<file path="src/hw/memcard_pkg.sv">
// Types and constants of the memory and card-slot pin sequencer.
// Assumes one 40 MHz clock and a requester that presents one cycle at a time.
package memcard_pkg;

  // ==========================================================================
  // Widths and timing
  // ==========================================================================
  localparam int ADDR_W  = 26;
  localparam int DATA_W  = 32;
  localparam int ROW_LSB = 14;
  localparam int COL_LSB = 2;
  // Cycle counts of the setup, strobe and hold phases at 25 ns per cycle.
  localparam logic [3:0] SETUP_CYCLES  = 4'h1;
  localparam logic [3:0] STROBE_CYCLES = 4'h3;
  localparam logic [3:0] HOLD_CYCLES   = 4'h1;

  // ==========================================================================
  // Enumerations
  // ==========================================================================
  typedef enum logic [2:0] {
    K_STATIC_RD, K_STATIC_WR, K_DRAM_RD, K_DRAM_WR,
    K_CARD_MEM_RD, K_CARD_MEM_WR, K_CARD_IO_RD, K_CARD_IO_WR
  } kind_t;

  typedef enum logic [2:0] {
    PH_IDLE, PH_SETUP, PH_ROW, PH_STROBE, PH_HOLD
  } phase_t;

  // ==========================================================================
  // Carriers
  // ==========================================================================
  typedef struct packed {
    kind_t             kind;
    logic [1:0]        bank;
    logic [3:0]        be;
    logic              sock;
    logic              attr;
    logic [ADDR_W-1:0] a;
  } req_t;

  typedef struct packed {
    logic [ADDR_W-1:0] addr;
    logic [3:0]        cs_n;
    logic              oe_n;
    logic              we_n;
    logic [3:0]        ras_n;
    logic [3:0]        cas_n;
    logic              mrd_n;
    logic              mwr_n;
    logic              iowr_n;
    logic              iord_n;
    logic [1:0]        lane_n;
    logic              sock;
    logic              attr;
    logic [DATA_W-1:0] dout;
    logic              doe_n;
  } pins_t;

  typedef struct packed {
    phase_t            phase;
    logic [3:0]        cnt;
    req_t              req;
    pins_t             pins;
    logic              ready;
    logic              rsp;
    logic [DATA_W-1:0] rdata;
    logic              io16;
  } state_t;

  localparam pins_t PINS_IDLE = '{addr: '0, cs_n: 4'hf, oe_n: 1'b1,
    we_n: 1'b1, ras_n: 4'hf, cas_n: 4'hf, mrd_n: 1'b1, mwr_n: 1'b1,
    iowr_n: 1'b1, iord_n: 1'b1, lane_n: 2'h3, sock: 1'b0, attr: 1'b0,
    dout: '0, doe_n: 1'b1};

  localparam state_t ST_RESET = '{phase: PH_IDLE, cnt: 4'h0, req: '0,
    pins: PINS_IDLE, ready: 1'b1, rsp: 1'b0, rdata: '0, io16: 1'b0};

endpackage : memcard_pkg

</file>
<file path="src/hw/memcard_pins.sv">
// Pin sequencer for static memory, DRAM and two card sockets.
// Assumes requests come from an on-chip controller and that all pin
// inputs are already synchronous to clk_in.
// Contract
// - Drive 26-bit address; DRAM row and column multiplexed on bits 21..10.
// - Four active-low static chip selects, each chosen per request.
// - Output enable low tells the addressed memory to drive read data.
// - DRAM writes assert write enable with only the written bytes' column strobes.
// - Pulse card memory read strobe low for memory or attribute reads.
// - Pulse card memory write strobe low for memory or attribute writes.
// - Card I/O write and read strobes low for I/O writes and reads.
// - Two active-low card enables, one per byte lane.
// - Card 16-bit I/O acknowledge input is reported as the I/O width.
// - Card cycle stretches while the card holds wait low.
// - Socket select picks socket zero low, one high, timed like address.
// - Attribute select marks attribute-space card memory cycles, timed like address.
// - Four row strobes and four column strobes drive the DRAM banks.
`timescale 1ns/10ps
`default_nettype none
module memcard_pins
  import memcard_pkg::*;
(
  input  wire logic              clk_in,
  input  wire logic              rst_in,
  input  wire logic              req_valid_in,
  input  wire req_t              req_in,
  input  wire logic [DATA_W-1:0] wdata_in,
  output var  logic              req_ready_out,
  output var  logic              rsp_valid_out,
  output var  logic [DATA_W-1:0] rdata_out,
  output var  logic              io16_out,
  output var  logic [ADDR_W-1:0] mem_addr_out,
  input  wire logic [DATA_W-1:0] data_in,
  output var  logic [DATA_W-1:0] data_out,
  output var  logic              data_oe_n_out,
  output var  logic [3:0]        static_chip_select_n_out,
  output var  logic              mem_output_enable_n_out,
  output var  logic              dram_write_enable_n_out,
  output var  logic [3:0]        row_strobe_n_out,
  output var  logic [3:0]        col_strobe_n_out,
  output var  logic              card_mem_read_strobe_n_out,
  output var  logic              card_mem_write_strobe_n_out,
  output var  logic              card_io_write_strobe_n_out,
  output var  logic              card_io_read_strobe_n_out,
  output var  logic [1:0]        card_byte_lane_enable_n_out,
  input  wire logic              io_width16_ack_n_in,
  input  wire logic              card_wait_n_in,
  output var  logic              socket_select_out,
  output var  logic              attribute_space_select_out
);

  // ==========================================================================
  // Helpers
  // ==========================================================================
  function automatic logic is_dram(kind_t k);
    return (k == K_DRAM_RD) || (k == K_DRAM_WR);
  endfunction : is_dram

  function automatic logic is_card(kind_t k);
    return (k == K_CARD_MEM_RD) || (k == K_CARD_MEM_WR) ||
           (k == K_CARD_IO_RD) || (k == K_CARD_IO_WR);
  endfunction : is_card

  function automatic logic is_io(kind_t k);
    return (k == K_CARD_IO_RD) || (k == K_CARD_IO_WR);
  endfunction : is_io

  function automatic logic is_write(kind_t k);
    return (k == K_STATIC_WR) || (k == K_DRAM_WR) ||
           (k == K_CARD_MEM_WR) || (k == K_CARD_IO_WR);
  endfunction : is_write

  // DRAM address field: row or column part of the byte address on bits 21..10.
  function automatic logic [ADDR_W-1:0] dram_addr(logic [ADDR_W-1:0] a,
                                                  logic col);
    logic [11:0] f;
    f = col ? a[COL_LSB +: 12] : a[ROW_LSB +: 12];
    return {4'h0, f, 10'h000};
  endfunction : dram_addr

  // Asserts or releases the strobes that belong to the request's kind.
  function automatic pins_t strobe(pins_t p, req_t r, logic on);
    pins_t q;
    q = p;
    case (r.kind)
      K_STATIC_RD:
      begin
        q.cs_n[r.bank] = ~on;
        q.oe_n         = ~on;
      end
      K_STATIC_WR:
      begin
        q.cs_n[r.bank] = ~on;
        q.we_n         = ~on;
      end
      K_DRAM_RD:
      begin
        q.cas_n = on ? ~r.be : 4'hf;
        q.oe_n  = ~on;
      end
      K_DRAM_WR:
      begin
        q.cas_n = on ? ~r.be : 4'hf;
        q.we_n  = ~on;
      end
      K_CARD_MEM_RD: q.mrd_n  = ~on;
      K_CARD_MEM_WR: q.mwr_n  = ~on;
      K_CARD_IO_WR:  q.iowr_n = ~on;
      K_CARD_IO_RD:  q.iord_n = ~on;
      default:       q = p;
    endcase
    return q;
  endfunction : strobe

  // ==========================================================================
  // Sequencer
  // ==========================================================================
  state_t st_reg;
  state_t st_next;

  always_comb
  begin
    st_next     = st_reg;
    st_next.rsp = 1'b0;
    case (st_reg.phase)
      PH_IDLE:
      begin
        if (req_valid_in)
        begin
          st_next.req   = req_in;
          st_next.ready = 1'b0;
          st_next.phase = PH_SETUP;
          st_next.cnt   = SETUP_CYCLES;
          // Socket and attribute change together with the address.
          st_next.pins.addr = is_dram(req_in.kind) ?
                              dram_addr(req_in.a, 1'b0) : req_in.a;
          st_next.pins.sock = req_in.sock;
          st_next.pins.attr = req_in.attr &&
                              (req_in.kind == K_CARD_MEM_RD ||
                               req_in.kind == K_CARD_MEM_WR);
          if (is_card(req_in.kind))
          begin
            st_next.pins.lane_n = ~req_in.be[1:0];
          end
          if (is_write(req_in.kind))
          begin
            st_next.pins.dout  = wdata_in;
            st_next.pins.doe_n = 1'b0;
          end
        end
      end
      PH_SETUP:
      begin
        st_next.cnt = st_reg.cnt - 4'h1;
        if (st_reg.cnt <= 4'h1)
        begin
          if (is_dram(st_reg.req.kind))
          begin
            st_next.pins.ras_n[st_reg.req.bank] = 1'b0;
            st_next.phase = PH_ROW;
          end
          else
          begin
            st_next.pins  = strobe(st_reg.pins, st_reg.req, 1'b1);
            st_next.phase = PH_STROBE;
            st_next.cnt   = STROBE_CYCLES;
          end
        end
      end
      PH_ROW:
      begin
        // Row is latched by now; the column follows with its strobes.
        st_next.pins      = strobe(st_reg.pins, st_reg.req, 1'b1);
        st_next.pins.addr = dram_addr(st_reg.req.a, 1'b1);
        st_next.phase     = PH_STROBE;
        st_next.cnt       = STROBE_CYCLES;
      end
      PH_STROBE:
      begin
        if (st_reg.cnt > 4'h1)
        begin
          st_next.cnt = st_reg.cnt - 4'h1;
        end
        else if (!is_card(st_reg.req.kind) || card_wait_n_in)
        begin
          st_next.pins = strobe(st_reg.pins, st_reg.req, 1'b0);
          if (!is_write(st_reg.req.kind))
          begin
            st_next.rdata = data_in;
          end
          if (is_io(st_reg.req.kind))
          begin
            st_next.io16 = ~io_width16_ack_n_in;
          end
          st_next.phase = PH_HOLD;
          st_next.cnt   = HOLD_CYCLES;
        end
      end
      PH_HOLD:
      begin
        st_next.cnt = st_reg.cnt - 4'h1;
        if (st_reg.cnt <= 4'h1)
        begin
          st_next.pins.ras_n  = 4'hf;
          st_next.pins.lane_n = 2'h3;
          st_next.pins.doe_n  = 1'b1;
          st_next.phase       = PH_IDLE;
          st_next.ready       = 1'b1;
          st_next.rsp         = 1'b1;
        end
      end
      default: st_next = ST_RESET;
    endcase
  end

  always_ff @(posedge clk_in or posedge rst_in)
  begin
    if (rst_in)
      st_reg <= ST_RESET;
    else
      st_reg <= st_next;
  end

  // ==========================================================================
  // Outputs
  // ==========================================================================
  assign req_ready_out               = st_reg.ready;
  assign rsp_valid_out               = st_reg.rsp;
  assign rdata_out                   = st_reg.rdata;
  assign io16_out                    = st_reg.io16;
  assign mem_addr_out                = st_reg.pins.addr;
  assign data_out                    = st_reg.pins.dout;
  assign data_oe_n_out               = st_reg.pins.doe_n;
  assign static_chip_select_n_out    = st_reg.pins.cs_n;
  assign mem_output_enable_n_out     = st_reg.pins.oe_n;
  assign dram_write_enable_n_out     = st_reg.pins.we_n;
  assign row_strobe_n_out            = st_reg.pins.ras_n;
  assign col_strobe_n_out            = st_reg.pins.cas_n;
  assign card_mem_read_strobe_n_out  = st_reg.pins.mrd_n;
  assign card_mem_write_strobe_n_out = st_reg.pins.mwr_n;
  assign card_io_write_strobe_n_out  = st_reg.pins.iowr_n;
  assign card_io_read_strobe_n_out   = st_reg.pins.iord_n;
  assign card_byte_lane_enable_n_out = st_reg.pins.lane_n;
  assign socket_select_out           = st_reg.pins.sock;
  assign attribute_space_select_out  = st_reg.pins.attr;
endmodule : memcard_pins
`default_nettype wire

</file>
<file path="config.mk">
export PLATFORM = sky130hd
export DESIGN_NAME = memcard_pins
export DESIGN_NICKNAME = d
export VERILOG_FILES = /design/src/hw/memcard_pkg.sv /design/src/hw/memcard_pins.sv
export SDC_FILE = /design/constraint.sdc
export NUM_CORES = 1
export LEC_CHECK = 0
export ABC_AREA = 1
export BUFFER_PORTS_ARGS = -buffer_cell sky130_fd_sc_hd__buf_4
export CAP_MARGIN = 20
export CORE_MARGIN = 3
export CORE_UTILIZATION = 35
export DETAILED_ROUTE_END_ITERATION = 10
export GPL_TIMING_DRIVEN = 0
export SYNTH_ARGS = -nofsm -noshare
export SYNTH_HDL_FRONTEND = slang
export SYNTH_SLANG_ARGS = --single-unit
</file>
<file path="constraint.sdc">
create_clock -name clk_in -period 11.4 [get_ports clk_in]
set_input_delay 0.57 -clock clk_in [delete_from_list [all_inputs] [get_ports clk_in]]
set_output_delay 0.57 -clock clk_in [all_outputs]
set_load 0.02 [all_outputs]
</file>
## After elaboration in Yosys (flattened, before gate mapping)

Cells that the tools add are included.

| operators by class | value |
|---|---|
| equal/unequal tests | 38 |
| shift-type cells | 0 |
| reductions and logical operators | 51 |
| $lt $le $gt $ge | 4 |
| bitwise logic cells | 17 |
| $mul | 0 |
| mux-type cells | 55 |
| divide/modulo/power cells | 0 |
| add/subtract/negate cells | 1 |

Operators with widths:

| kind | number |
|---|---|
| $mux W55 | 3 |
| $pmux W34 S4 | 1 |
| $pmux W26 S5 | 1 |
| $mux W33 | 3 |
| $pmux W37 S2 | 1 |
| $mux W70 | 1 |
| $pmux W33 S2 | 1 |
| $reduce_and A6 Y1 | 10 |
| $mux W45 | 1 |
| $mux W38 | 1 |
| $ne A2 B2 Y1 const B | 19 |
| $pmux W7 S5 | 1 |
| $mux W32 | 1 |
| $mux W4 | 8 |
| $pmux W8 S4 | 1 |
| $eq A3 B3 Y1 const B | 9 |
| $mux W26 | 1 |
| $pmux W6 S4 | 1 |
| $eq A3 B2 Y1 const B | 6 |
| $logic_or A1 B1 Y1 | 16 |
| $mux W1 | 16 |
| $pmux W4 S4 | 1 |
| $reduce_and A4 Y1 | 4 |
| $reduce_and A5 Y1 | 3 |
| 28 further kinds | 56 |

| storage, ports and cells | value |
|---|---|
| bits in latches | 0 |
| memories | 0 |
| bits in writable memories | 0 |
| output and inout bits | 116 |
| register bits | 146 |
| bits in read-only memories | 0 |

## Longest topological paths before layout

| logic depth | value |
|---|---|
| depth in word-level cells | 10 |
| gate-level depth with buffers | 12 |

## Worst setup path before layout

OpenSTA, ideal clock, no wires.

| path | value |
|---|---|
| kind | reg2reg |
| start | register st_reg[153] in the netlist's numbering |
| end | register st_reg (netlist bit row_strobe_n_out[0]) |
| period minus slack after synthesis | 1.642 ns |
| data arrival time | 1.566 ns |
| stages on the path, launching flop included | 11 |
| slack | 9.758 ns |
| cells stage by stage | dfrtp_1 -> inv_1 -> ha_1 -> inv_1 -> nand2_1 -> nand2_1 -> buf_2 -> a21oi_1 -> nand2_1 -> nand2_1 -> nand2_1 |

| between the ends | value |
|---|---|
| word-level cells in the longest chain between the ends | 3 |
| elaborated cells between the ends (all ways) | 4 |
| classes of those cells | order compare: 1; eq/ne: 2; reduce/logical: 1 |

Ends and longest elaborated chain:

| item | RTL line | source |
|---|---|---|
| start: declaration | memcard_pins.sv:118 | `state_t st_reg;` |
| start signal: assignment | memcard_pins.sv:221 | `st_reg <= st_next;` |
| $le A4 B1 Y1 * | memcard_pins.sv:155, memcard_pins.sv:202 |  |
| $ne A2 B2 Y1 (no line) | -- |  |
| $reduce_and A5 Y1 (no line) * | -- |  |

Every way passes the cells marked *; elsewhere a longest branch is shown, timed or not.
A chain may end at the register's enable or synchronous reset.

## Worst setup path in the final report

| path | value |
|---|---|
| start | register st_reg[153] in the netlist's numbering |
| end | register st_reg (netlist bit row_strobe_n_out[1]) |

Same word-level chain as after synthesis.

==> reports/results.ini <==
[status]
outcome=finished, final reports clean

[cells_and_area]
drive_gt1_frac=0.350
fin_nets=1323
area_growth_syn_to_layout_pct=36.0
final_common_cell=nand2_1
nFillCells=2155
design_area_sq_mm=0.0103
final_cell_mix=418 x nand2_1, 328 x buf_4, 122 x dfrtp_1
antenna_cells=0

[logic_synthesis]
synth_area_per_cell_sq_um=7.80
synthDistinctLibCells=29
yosys.area_share.simple=0.323
synth_cells=974
synth-compound-area-share=0.0389
synth_top_family_by_area=simple AND/OR/NAND/NOR gates
synth_edf_count=0
syn_area_sq_mm=0.00759
ys_seq_area_frac=0.478
yosys_warnings=0
ys.flop_type=dfrtp_1
postSynth.asyncResetShare=1.00
synth_xor_area_frac=0.00231
synth-adder-area-share=0.00330
synth_seq_cells=144
syn_nets=1082
muxShareOfSynthArea=0

[floorplanning]
die_x_um=153
die_h_um=153
coreArea_sq_mm=0.0212
fp-row-count=53
dieArea_sq_mm=0.0235
io_pins=222
start_util=0.359

[placement]
io_buffers=221
gp_congestion=0.886
hpwlAfterDp_mm=15.7
place_area_sq_mm=0.00963

[critical_path]
reg2regPathDepth=10
worstSetupEndpointType=flip-flop
crit_path_max_fanout=10
crit_arrival_ns=2.39
cp.required_ns=11.75
critPathKind=reg2reg
r2r_slack_ns=9.36
worst_setup_path_start_kind=flip-flop

[clock_network]
cts-root-buf=clkbuf_16
clkTransAtPathRegs_ns=0.06
clk_path_buf_depth=2
insertion_delay_ns=0.42
cts_setup_buffers=0
postCtsHoldBufs=0
cts_buffers=17
cts_tree=yes
cts.htree.levels=4
cts.sink_count=144
ctsResizeCount=0

[global_route]
grt_use_met3=0.0572
antenna_found_initial=0
use_met1=0.242
grt_pass1_vias=6745
grt_pass1_wl_mm=34.2
grt_overflow_total=0
use_met2=0.276
grt_max_degree=77
grt.busiest_layer=met2
track_usage=0.178

[power_and_ir_drop]
power_density_mw_per_mm2=286
static-leakage-power_nw=5.73
peakVddDrop_v=0.000131

[routing]
drtIter0Drc=316
via_count=6752
wire_per_inst_um=14.0
ant_nets=0
drc=0
drt_pass1_iterations=4
wl_mm=21.1
drt-vias-per-instance=4.50

[timing]
min_period_over_period=0.179
fin_tns_setup_ns=0
finalMaxSlewViolations=0
finalHoldViolations=0
fmaxAchievable_mhz=490
holdWs_ns=0.252
skew_ns=0.0127
worst_pin_slew_ns=0.657
final-setup-viol-count=0
rsz0062_at_grt=false
max-slew-margin-rel=0.562
period_needed_ns=2.04

[flow_run]
cap_violations=0

[hold_path]
min_path_type=in2async

power breakdown:
group | internal [mW] | switching, mW | leakage, nW
registers | 0.725 | 0.106 | 1.87
logic | 0.591 | 0.867 | 3.53
clock network | 0.439 | 0.223 | 0.329
total | 1.75 | 1.20 | 5.73
per-layer routing:
layer  part of all wire  vias to the layer above
li1                   -                     3427
met1               0.46                     3093
met2               0.45                      216
met3              0.080                       16
met4              0.011                        0
met5                  0                        -
Yosys cell counts, types with 6 or more instances:
library cell,number,area share
o21ai_0,31,0.020
dfrtp_1,122,0.40
nand2_2,6,0.0049
nand3b_1,33,0.033
clkbuf_1,7,0.0035
inv_1,43,0.021
nand2_1,418,0.21
buf_2,23,0.015
buf_4,107,0.11
o21ai_1,10,0.0066
nand3_1,74,0.049
nor2_1,44,0.022
dfstp_2,22,0.076
final timing paths:
| check | from | endpoint |
|---|---|---|
| max | st_reg[153] | row_strobe_n_out[1] |
| min in group clk_in | wdata_in[0] | data_out[0] |
| max in group asynchronous | rst_in | col_strobe_n_out[2] |
| min reg2reg | card_io_read_strobe_n_out | card_io_read_strobe_n_out |
| min | rst_in | data_out[23] |
| max reg2reg | st_reg[153] | row_strobe_n_out[1] |
cells by family (layout without fill, tap and decap cells):
| kind of cell | Yosys count | in the layout |
|---|---|---|
| xor+xnor | 2 | 2 |
| simple gates | 582 | 582 |
| flops | 144 | 144 |
| buf+inv | 190 | 443 |
| fa+ha+maj | 2 | 2 |
| compound gates | 54 | 54 |
critical path, cell delays in order, from the launching register on:
cell,delay (ns)
dfrtp_1,0.41
inv_1,0.09
ha_1,0.20
inv_1,0.05
nand2_1,0.06
nand2_1,0.11
buf_2,0.21
a21oi_1,0.48
nand2_1,0.22
nand2_1,0.10
nand2_1,0.05
stage by stage:
stage | worst slack [ns] | total power, mW | cells | utilization
floorplan | 7.00 | 1.82 | 974 | -
global placement | 4.95 | 2.29 | 1470 | 0.454
detailed placement | 9.42 | 2.31 | 1471 | 0.455
CTS | 9.41 | 2.98 | 1502 | 0.488
global route | 9.20 | 3.17 | 1502 | 0.488
finish | 9.36 | 2.95 | 1502 | 0.488
layout make-up:
type | instances | area, sq um | area share
buffer | 142 | 993 | 0.0962
clock buffer | 18 | 439 | 0.0425
clock inverter | 13 | 259 | 0.0251
inverter | 48 | 185 | 0.0179
multi-input combinational | 640 | 2790 | 0.270
sequential | 144 | 3630 | 0.352
tap | 275 | 344 | 0.0333
timing repair buffer | 222 | 1690 | 0.163
(Power assumes the default switching activity.)
